===== config.mk =====
export PLATFORM = sky130hd
export DESIGN_NAME = ram_io_timer_combo
export DESIGN_NICKNAME = d
export VERILOG_FILES = /design/src/verilog/ram_io_timer_combo_pkg.sv /design/src/verilog/ram_io_timer_combo.sv
export VERILOG_INCLUDE_DIRS = /design/src /design/src/verilog
export SDC_FILE = /design/constraint.sdc
export NUM_CORES = 1
export LEC_CHECK = 0
export BUFFER_PORTS_ARGS = -buffer_cell sky130_fd_sc_hd__buf_2
export CAP_MARGIN = 20
export CORE_MARGIN = 2
export CORE_UTILIZATION = 45
export CTS_CLUSTER_SIZE = 24
export DETAILED_ROUTE_END_ITERATION = 8
export GPL_TIMING_DRIVEN = 0
export PLACE_DENSITY = 0.59
export SETUP_SLACK_MARGIN = 0.05
export SYNTH_ARGS = -nofsm -noshare
export SYNTH_HDL_FRONTEND = slang
export SYNTH_SLANG_ARGS = --single-unit
export TNS_END_PERCENT = 50

===== constraint.sdc =====
create_clock -name sys_clk -period 1.95 [get_ports sys_clk]
set_clock_uncertainty 0.15 [all_clocks]
set_input_delay 0.39 -clock sys_clk [delete_from_list [all_inputs] [get_ports sys_clk]]
set_output_delay 0.39 -clock sys_clk [all_outputs]
set_load 0.05 [all_outputs]

===== src/verilog/ram_io_timer_combo_defines.svh =====
`ifndef RAM_IO_TIMER_COMBO_DEFINES_SVH
`define RAM_IO_TIMER_COMBO_DEFINES_SVH
// Register select codes on addr[2:0] when the I/O space is chosen
`define SEL_PORT_A_DATA  3'h0
`define SEL_PORT_A_DIR   3'h1
`define SEL_PORT_B_DATA  3'h2
`define SEL_PORT_B_DIR   3'h3
// Field positions in the address and in the status byte
`define ADDR_TIMER_BIT   2
`define ADDR_IRQ_EN_BIT  3
`define ADDR_EDGE_POL_BIT 0
`define ADDR_EDGE_EN_BIT 1
`define ADDR_EDGE_SEL_BIT 4
`define FLAG_TIMER_BIT   7
`define FLAG_EDGE_BIT    6
// Reset values
`define PORT_RESET       8'h00
`define TIMER_RESET      8'hFF
`define PRESCALE_RESET   10'h000
`endif


===== src/verilog/ram_io_timer_combo_pkg.sv =====
package ram_io_timer_combo_pkg;
   typedef struct packed {
      logic [7:0] value;
      logic [7:0] enable;
   } port_drive_type;
   typedef enum logic [1:0] {
      DIV_1,
      DIV_8,
      DIV_64,
      DIV_1024
   } divider_type;
endpackage

===== src/verilog/ram_io_timer_combo.sv =====
// Notes on behaviour
// - 128-byte RAM, host reads and writes
// - Two 8-bit ports, software sets direction, value
// - Interval timer, 1 to 261121 clocks, interrupts
// - Edge interrupt with programmable sensitivity
// - Reset clears directions and output latches
// - After reset every port line is input
// - Data bus floats during reset
// - Reset disables interrupts, request inactive
// - Everything runs on the single system clock
// - High reads, low writes when selected
// - Direction bit zero input, one output
// - Data bus driven only during reads
// - Open-drain low request from edge or timer
`timescale 1ns/1ps
`default_nettype none
`include "ram_io_timer_combo_defines.svh"
module ram_io_timer_combo
   import ram_io_timer_combo_pkg::*;
(
   input  wire logic       sys_clk,
   input  wire logic       nrst,
   input  wire logic       chipSelect,
   input  wire logic       nRamSelect,
   input  wire logic       readNotWrite,
   input  wire logic [6:0] addr,
   input  wire logic [7:0] dataIn,
   output logic      [7:0] dataOut,
   output logic            dataOe,
   input  wire logic [7:0] portAIn,
   output logic      [7:0] portAOut,
   output logic      [7:0] portAOe,
   input  wire logic [7:0] portBIn,
   output logic      [7:0] portBOut,
   output logic      [7:0] portBOe,
   output logic            irqOut,
   output logic            irqOe
);
   logic [7:0] ram [0:127];
   logic [7:0] port_a_direction, port_b_direction;
   logic [7:0] port_a_output_latch, port_b_output_latch;
   logic [7:0] next_port_a_direction, next_port_b_direction;
   logic [7:0] next_port_a_output_latch, next_port_b_output_latch;
   logic [7:0] syncA1, syncA2, syncA3, syncB1, syncB2, syncB3;
   logic [7:0] pinA, pinB, next_pinA, next_pinB;
   logic [7:0] timerCount, next_timerCount;
   logic [9:0] prescale, next_prescale;
   divider_type divider, next_divider;
   logic timerFlag, next_timerFlag, timerIrqEn, next_timerIrqEn;
   logic edgeFlag, next_edgeFlag, edgeIrqEn, next_edgeIrqEn;
   logic edgeRising, next_edgeRising, edgeLast, next_edgeLast;
   logic [7:0] next_dataOut;
   logic       next_dataOe;
   logic busRead, busWrite, ioAccess, timerAccess, tick, edgeSeen;
   port_drive_type driveA, driveB;

   // ----------------------------------------------------------------
   // Bus decode
   // ----------------------------------------------------------------
   assign busRead     = chipSelect & readNotWrite;
   assign busWrite    = chipSelect & ~readNotWrite;
   assign ioAccess    = nRamSelect;
   assign timerAccess = ioAccess & addr[`ADDR_TIMER_BIT];

   // ----------------------------------------------------------------
   // RAM
   // ----------------------------------------------------------------
   // Memory has no reset, so it stays outside the reset process
   always_ff @(posedge sys_clk) begin
      if (busWrite && !ioAccess) begin
         ram[addr] <= dataIn;
      end
   end

   // ----------------------------------------------------------------
   // Port input sampling
   // ----------------------------------------------------------------
   always_ff @(posedge sys_clk or negedge nrst) begin
      if (!nrst) begin
         syncA1 <= 8'h00;
         syncA2 <= 8'h00;
         syncA3 <= 8'h00;
         syncB1 <= 8'h00;
         syncB2 <= 8'h00;
         syncB3 <= 8'h00;
         pinA   <= 8'h00;
         pinB   <= 8'h00;
      end else begin
         syncA1 <= portAIn;
         syncA2 <= syncA1;
         syncA3 <= syncA2;
         syncB1 <= portBIn;
         syncB2 <= syncB1;
         syncB3 <= syncB2;
         pinA   <= next_pinA;
         pinB   <= next_pinB;
      end
   end

   // A bit updates only once the last two stages agree
   always_comb begin
      next_pinA = (~(syncA2 ^ syncA3) & syncA2) | ((syncA2 ^ syncA3) & pinA);
      next_pinB = (~(syncB2 ^ syncB3) & syncB2) | ((syncB2 ^ syncB3) & pinB);
   end

   // ----------------------------------------------------------------
   // Next-state logic
   // ----------------------------------------------------------------
   always_comb begin
      next_port_a_direction    = port_a_direction;
      next_port_b_direction    = port_b_direction;
      next_port_a_output_latch = port_a_output_latch;
      next_port_b_output_latch = port_b_output_latch;
      next_divider     = divider;
      next_timerIrqEn  = timerIrqEn;
      next_edgeIrqEn   = edgeIrqEn;
      next_edgeRising  = edgeRising;
      next_edgeLast    = pinA[7];
      next_dataOut     = dataOut;
      next_dataOe      = 1'b0;
      tick = 1'b0;
      case (divider)
         DIV_1:    tick = 1'b1;
         DIV_8:    tick = (prescale[2:0] == 3'h0);
         DIV_64:   tick = (prescale[5:0] == 6'h00);
         DIV_1024: tick = (prescale == 10'h000);
         default:  tick = 1'b1;
      endcase
      // After timeout the counter runs at the undivided rate
      if (timerFlag) begin
         tick = 1'b1;
      end
      next_prescale   = prescale - 10'h001;
      next_timerCount = tick ? timerCount - 8'h01 : timerCount;
      next_timerFlag  = timerFlag | (tick && timerCount == 8'h00);
      edgeSeen = edgeRising ? (pinA[7] & ~edgeLast) : (~pinA[7] & edgeLast);
      next_edgeFlag   = edgeFlag | edgeSeen;

      if (busWrite && ioAccess) begin
         if (timerAccess) begin
            next_timerCount = dataIn;
            next_divider    = divider_type'(addr[1:0]);
            // Cleared prescaler puts the first count one clock after the load
            next_prescale   = `PRESCALE_RESET;
            next_timerIrqEn = addr[`ADDR_IRQ_EN_BIT];
            next_timerFlag  = 1'b0;
         end else if (addr[`ADDR_EDGE_SEL_BIT]) begin
            next_edgeRising = addr[`ADDR_EDGE_POL_BIT];
            next_edgeIrqEn  = addr[`ADDR_EDGE_EN_BIT];
         end else if (addr[2:0] == `SEL_PORT_A_DATA) begin
            next_port_a_output_latch = dataIn;
         end else if (addr[2:0] == `SEL_PORT_A_DIR) begin
            next_port_a_direction = dataIn;
         end else if (addr[2:0] == `SEL_PORT_B_DATA) begin
            next_port_b_output_latch = dataIn;
         end else begin
            next_port_b_direction = dataIn;
         end
      end

      if (busRead) begin
         next_dataOe = 1'b1;
         if (!ioAccess) begin
            next_dataOut = ram[addr];
         end else if (timerAccess && !addr[0]) begin
            next_dataOut    = timerCount;
            next_timerIrqEn = addr[`ADDR_IRQ_EN_BIT];
            // A timeout landing on the read itself is kept
            if (!(tick && timerCount == 8'h00)) begin
               next_timerFlag = 1'b0;
            end
         end else if (timerAccess) begin
            next_dataOut = {timerFlag, edgeFlag, 6'h00};
            next_edgeFlag = edgeSeen;
         end else if (addr[2:0] == `SEL_PORT_A_DATA) begin
            next_dataOut = pinA;
         end else if (addr[2:0] == `SEL_PORT_A_DIR) begin
            next_dataOut = port_a_direction;
         end else if (addr[2:0] == `SEL_PORT_B_DATA) begin
            // Output lines read back the latch, not the loaded pin
            next_dataOut = (port_b_output_latch & port_b_direction) | (pinB & ~port_b_direction);
         end else begin
            next_dataOut = port_b_direction;
         end
      end
   end

   // ----------------------------------------------------------------
   // State registers
   // ----------------------------------------------------------------
   always_ff @(posedge sys_clk or negedge nrst) begin
      if (!nrst) begin
         port_a_direction    <= `PORT_RESET;
         port_b_direction    <= `PORT_RESET;
         port_a_output_latch <= `PORT_RESET;
         port_b_output_latch <= `PORT_RESET;
         timerCount <= `TIMER_RESET;
         prescale   <= `PRESCALE_RESET;
         divider    <= DIV_1;
         timerFlag  <= 1'b0;
         timerIrqEn <= 1'b0;
         edgeFlag   <= 1'b0;
         edgeIrqEn  <= 1'b0;
         edgeRising <= 1'b0;
         edgeLast   <= 1'b0;
         dataOut    <= 8'h00;
         dataOe     <= 1'b0;
      end else begin
         port_a_direction    <= next_port_a_direction;
         port_b_direction    <= next_port_b_direction;
         port_a_output_latch <= next_port_a_output_latch;
         port_b_output_latch <= next_port_b_output_latch;
         timerCount <= next_timerCount;
         prescale   <= next_prescale;
         divider    <= next_divider;
         timerFlag  <= next_timerFlag;
         timerIrqEn <= next_timerIrqEn;
         edgeFlag   <= next_edgeFlag;
         edgeIrqEn  <= next_edgeIrqEn;
         edgeRising <= next_edgeRising;
         edgeLast   <= next_edgeLast;
         dataOut    <= next_dataOut;
         dataOe     <= next_dataOe;
      end
   end

   // ----------------------------------------------------------------
   // Pin drive
   // ----------------------------------------------------------------
   assign driveA = '{value: port_a_output_latch, enable: port_a_direction};
   assign driveB = '{value: port_b_output_latch, enable: port_b_direction};
   assign portAOut = driveA.value;
   assign portAOe  = driveA.enable;
   assign portBOut = driveB.value;
   assign portBOe  = driveB.enable;
   assign irqOut   = 1'b0;
   assign irqOe    = (timerFlag & timerIrqEn) | (edgeFlag & edgeIrqEn);

endmodule
`default_nettype wire


==> metrics.yaml, run 1 <==
cp.required_ns: 2.35
cts_max_path_buffers: 3
drtAntennaViolNets: 0
seq_area_frac_synth: 0.755
worstPathMaxFanout: 10
max_freq_mhz: 386
num_vias: 25100
violations: "setup timing"
multi_input_area_um2: 12400
worstHoldStart: "dataIn[3]"
overflow: 0
cp-start-kind: "input pin"
swShare: 0.234
drt_iter0_drc: 2935
ys_types: 49
fin_ws_ns: -0.639
port-buffer-count: 76
slew_headroom: 0.282
max-cap-violations: 0
drive_gt1_frac: 0.338
firstDrtPassIters: 8
power_mw: 56.0
syn_nets: 2516
numCtsBuffers: 114
p_seq_frac: 0.498
grt_max_degree: 117
fin_util: 0.562
pwr-share-clk: 0.410
min_period_ns: 2.59
p_switching_mw: 13.1
vias_per_cell: 5.97
gp_congestion: 0.900
p_leak_nw: 19.0
die_h_um: 320
synthToLayoutAreaGrowth_pct: 24.4
fp.dieW_um: 320
r2r_cells: 7
drt_wl_total_um: 128000
holdPathStages: 1
core-area_um2: 99700
ctsHtreeMaxLevel: 3
yosysWarnings: 0
fin_crit_sh: 1.33
critPathArrivalTime_ns: 2.99
row_count: 116
cts_tree: "yes"
first_global_vias: 25500
pwr-share-comb: 0.092
hpwl_um: 81800
final_cell_mix: "edfxtp_1 (1,024), mux2i_1 (260), clkbuf_16 (135)"
clock-sinks: 1155
grt_pass1_wl_um: 181000
slew_viol_final: 0
power.density_nw_per_um2: 998
p_int_mw: 42.9
crit_path_end_kind: "flop"
antenna_found_initial: 1
rsz0062_at_grt: "true"
seqCellArea_um2: 34000
ys_ff_latch: 1155
nFillCells: 7460
drc_errors: 0
wl_per_cell_um: 30.6
cts_root_buffer: "clkbuf_16"
synth_ff_type: "edfxtp_1"
grt_usage: 0.249
layout_commonest_cell: "edfxtp_1"
start_util: 0.452
nets: 2842
outcome: "finished with violations"
setup_viol: 57
max_slew.worst_pin.slew_ns: 1.08
synth_area_um2: 45100
synth-edff-count: 1024
async_flop_share: 0.113
dieArea_um2: 103000
syn_area_per_cell_um2: 18.2
synthCells: 2477
cp-startpoint: "addr[2]"
path_class: "input pin to flop"
hold_violations: 0
clk_pin_slew_worst_paths_ns: 0.06
hold_class: "input pin to flop"
io_pins: 79
clock_latency_ns: 0.71
peakVddDrop_mv: 0.757
fin_hold_ws_ns: 0.0354
r2r-start: "ram[87][2]"
-- synth_stat cells, drive strengths merged, types with 2 or more instances --
cell	count	area, um^2
or3	2	12.5
o21ai	58	290
o22ai	46	288
a41oi	7	61.3
nor3	18	90.1
nand3	73	365
xnor2	6	52.6
mux4	128	2880
a2111oi	8	70.1
and2	3	18.8
maj3	16	160
nand2	89	334
dfstp	8	210
ha	3	37.5
a21oi	23	115
a211oi	7	52.6
and3	2	12.5
or2	3	18.8
a31oi	10	62.6
o31a	2	17.5
nor2	159	597
a22oi	105	788
dfrtp	123	3080
o2111ai	2	17.5
nand2b	9	56.3
buf	82	447
xor2	6	52.6
mux2	65	732
clkbuf	58	218
nor2b	19	119
mux2i	294	2940
edfxtp	1024	30700
inv	7	26.3
-- final cells by class --
class / count / area share
clock buffers: 141 / 0.0579
inverters: 7 / 0.000469
flip-flops and latches: 1155 / 0.607
diodes: 1 / 0.0000446
multi-input cells: 1175 / 0.221
clock inverters: 69 / 0.0127
repair buffers: 212 / 0.0457
well taps: 1298 / 0.0290
plain buffers: 138 / 0.0256
-- critical path: stages --
cell and delay, ns:
buf_2 0.16, buf_6 0.22, clkdlybuf4s15_2 0.64, mux2i_4 0.40, o22ai_2 0.12, o21ai_2 0.25
nand2_4 0.14, a2111oi_4 0.57, a211oi_2 0.06
-- power groups by stage --
stage          sequential, mW  clock, mW  combinational [mW]
2_1_floorplan            28.6          0                2.18
3_3_place_gp             28.3          0                4.14
3_5_place_dp             28.3          0                4.29
4_1_cts                  27.9       23.2                4.88
5_1_grt                  27.9       24.2                5.38
6_report                 27.9       22.9                5.13
-- per-layer routing --
metal	wire length, um	GRT usage	vias up	part of all wire
met4	4270	0.0828	0	0.033
li1	-	-	10600	-
met3	9610	0.0463	209	0.075
met1	52700	0.345	13200	0.41
met2	61700	0.399	1040	0.48
met5	0	0	-	0
-- worst paths after layout --
check / endpoint / slack, ns
worst max-delay path: dataOut[2] / -0.64
worst min-delay path: ram[29][3] / 0.04
worst max register to register: dataOut[2] / -0.61
worst min register to register: syncA2[1] / 0.20
max in group asynchronous: asynchronous set/reset pin / 0.49
min in group asynchronous: portAOe[0] / 0.14
-- stage by stage --
stage	std cells	TNS (ns)	worst slack (ns)	instance area [um^2]
after global routing	4196	-8.04	-0.584	56100
after floorplan	2477	-135.39	-0.206	46700
final	4196	-7.08	-0.639	56100
after CTS	4173	-4.64	-0.551	55400
after detailed placement	3860	-1224.96	-2.05	49000
after global placement	3851	-2429.20	-2.03	48700
-- state kept, by name (all words and copies together), names as in the netlist, 2 cells and up, named ones only --
signal      flops
syncA3          8
timerCount      8
divider         2
portAOe         8
syncB3          8
prescale       10
portBOe         8
dataOut         8
ram          1024
syncB1          8
syncB2          8
syncA2          8
portBOut        8
syncA1          8
portAOut        8
-- logic make-up (layout without fill, tap and decap cells) --
| family | Yosys count | after routing | synth area share |
|---|---|---|---|
| AOI/OAI and AO/OA | 272 | 272 | 0.0399 |
| xor gates and xnor gates | 12 | 12 | 0.00233 |
| adders and majority gates | 19 | 19 | 0.00439 |
| buffers and inverters | 147 | 567 | 0.0153 |
| DFF | 1155 | 1155 | 0.755 |
| muxes | 487 | 487 | 0.146 |
| other | 1 | 2 | 0.0000832 |
| and+or+nand+nor | 384 | 384 | 0.0372 |
-- what timing repair did --
item | CTS | global route
endpoints found under the hold margin | 194 | 0
hold buffers | 21 | 0
cloned | 7 | 1
endpoints found under the setup margin | 1104 | 779
resized for setup | 258 | 97
buffers inserted | 77 | 24
pin swaps | 77 | 59
No activity file was read; power rests on OpenSTA's default activity.
==> inputs of run 2 (changes only) <==
- PLACE_DENSITY: 0.59 -> default
- PLACE_DENSITY_LB_ADDON: default -> 0.2
==> run 2 against run 1 <==
The run still ends with setup timing left. Clock power decreased by 5%. Critical path depth down 2. Final cell count about the same. Worst hold slack worse by 0.033 ns. Sequential cell count stayed put. Die area did not move. First-iteration DRC count down 1.3%. Final area fell by 0.40%. Largest power group unchanged. Highest routed layer is now met5.
==> metrics.yaml, run 2 (synthesis gave the netlist of run 1 again) <==
cts_root_buffer: "clkbuf_16"
gp_congestion: 0.906  # +0.70%
dieArea_um2: 103000  # unchanged
setup_viol: 9  # -84%
cts_tree: "yes"
power.density_nw_per_um2: 981  # -1.8%
synthToLayoutAreaGrowth_pct: 23.9
p_switching_mw: 12.8  # -2.0%
critPathArrivalTime_ns: 2.88  # -0.11 ns
seqCellArea_um2: 34000  # about the same
path_class: "flop to flop"
fp.dieW_um: 320  # unchanged
cp-start-kind: "flop"
nets: 2837  # -0.18%
violations: "setup timing"
p_int_mw: 41.9  # -2.2%
layout_commonest_cell: "edfxtp_1"
start_util: 0.452  # unchanged
grt_max_degree: 102  # -13%
rsz0062_at_grt: "true"
ctsHtreeMaxLevel: 3  # unchanged
clock-sinks: 1155  # unchanged
overflow: 0  # unchanged
power_mw: 54.7  # -2.2%
firstDrtPassIters: 6  # -2
core-area_um2: 99700  # unchanged
drt_wl_total_um: 128000  # -0.52%
nFillCells: 7412  # -0.64%
row_count: 116  # unchanged
pwr-share-comb: 0.092  # about the same
max_slew.worst_pin.slew_ns: 0.947  # -0.129 ns
num_vias: 25000  # -0.26%
port-buffer-count: 76  # unchanged
max_freq_mhz: 405  # +4.8%
largest_register_ffs: 1024  # unchanged
slew_viol_final: 0  # unchanged
final_cell_mix: "edfxtp_1 (1,024), mux2i_1 (267), clkbuf_16 (129)"
regMostFlops: "ram"
fin_hold_ws_ns: 0.00239  # -0.0330 ns
swShare: 0.234  # +0.000295
clk_pin_slew_worst_paths_ns: 0.06  # about the same
pwr-share-clk: 0.398  # -0.012
fin_ws_ns: -0.521  # +0.118 ns
reg_top3: "ram (1024), prescale (10)"
drt_iter0_drc: 2897  # -1.3%
wl_per_cell_um: 30.4  # -0.45%
io_pins: 79  # unchanged
drc_errors: 0  # unchanged
p_seq_frac: 0.509  # +0.011
drtAntennaViolNets: 0  # unchanged
worstPathMaxFanout: 1  # -9
crit_path_end_kind: "flop"
fin_area_um2: 55800  # -0.40%
slew_headroom: 0.368  # +0.0860
fin_util: 0.560  # -0.00226
grt_usage: 0.247  # -0.00184
hpwl_um: 82100  # +0.40%
die_h_um: 320  # unchanged
hold_class: "input pin to flop"
place_area_um2: 49000  # about the same
min_period_ns: 2.47  # -0.118 ns
grt_pass1_wl_um: 180000  # -0.72%
vias_per_cell: 5.96  # -0.19%
tns_ns: -3.76  # +3.33 ns
cp.required_ns: 2.35  # about the same
clock_latency_ns: 0.71  # about the same
peakVddDrop_mv: 0.885  # +17%
outcome: "finished with violations"
hold_violations: 0  # unchanged
fin_crit_sh: 1.27  # -0.0606
drive_gt1_frac: 0.332  # -0.00552
p_leak_nw: 18.8  # -0.97%
numCtsBuffers: 112  # -1.8%
first_global_vias: 25100  # -1.3%
multi_input_area_um2: 12400  # -0.25%
antenna_found_initial: 5  # +4
max-cap-violations: 0  # unchanged
cts_max_path_buffers: 3  # unchanged
==> run 2: changes by cell type in the layout (fill, tap and decap cells not counted), sizes merged <==
| cell | delta |
|---|---|
| clkinvlp | -1 |
| dlygate4sd3 | -2 |
| clkinv | -6 |
| clkbuf | +5 |
| bufbuf | +1 |
| inv | +5 |
| buf | -3 |
| bufinv | -2 |
==> run 2: final cells by class <==
cell class | instances | share of cell area
clock buffer | 145 | 0.0552
buffer | 138 | 0.0254
antenna | 1 | 0.0000448
clock inverter | 65 | 0.0113
timing repair buffer | 209 | 0.0470
sequential | 1155 | 0.610
inverter | 7 | 0.000471
multi-input combinational | 1175 | 0.222
tap | 1298 | 0.0291
==> run 2: power by group through the flow <==
stage | Clock [mW] | Combinational (mW) | Sequential, mW
final | 21.8 | 5.06 | 27.9
after global routing | 23.0 | 5.31 | 27.9
after floorplan | 0 | 2.18 | 28.6
after global placement | 0 | 4.13 | 28.4
after CTS | 22.0 | 4.84 | 27.9
after detailed placement | 0 | 4.30 | 28.3
==> run 2: metrics by stage <==
stage,instances,setup slack (ns)
6_report,4193,-0.521
5_1_grt,4193,-0.580
4_1_cts,4157,-0.525
3_5_place_dp,3860,-1.93
3_3_place_gp,3851,-1.83
2_1_floorplan,2477,-0.206
==> run 2: per-layer routing <==
layer  global-route usage  up-vias  routed length, um
li1                     -    10600                  -
met1                0.340    13200              52400
met2                0.397     1062              61000
met3               0.0417      210               9350
met4               0.0922        4               4840
met5                    0        -                 21
==> run 2: worst paths after layout <==
kind / start / endpoint / slack, ns / depth (start not counted)
max: ram[95][0] / dataOut[0] / -0.52 / 7
min: chipSelect / timerCount[3] / 0.002 / 4
max reg2reg: ram[95][0] / dataOut[0] / -0.52 / 7
min reg2reg: syncB1[5] / syncB2[5] / 0.19 / 0
max in group asynchronous: nrst / prescale[7] / 1.08 / 3
min in group asynchronous: nrst / portBOut[2] / 0.07 / 3
==> run 2: repair_timing <==
| action | in CTS | in global routing |
|---|---|---|
| setup endpoints to repair | 1101 | 690 |
| buffers inserted | 62 | 34 |
| cloned | 6 | 2 |
| hold buffers | 20 | 0 |
| resized for setup | 263 | 86 |
| endpoints found under the hold margin | 217 | 0 |
| pin swaps | 71 | 52 |
==> run 2: critical path: stages, from the launching register on <==
cell       delay (ns)
edfxtp_1         0.36
mux4_2           0.47
mux2i_1          0.27
o22ai_1          0.18
o21ai_1          0.27
nand2_4          0.12
a2111oi_4        0.46
a211oi_2         0.06
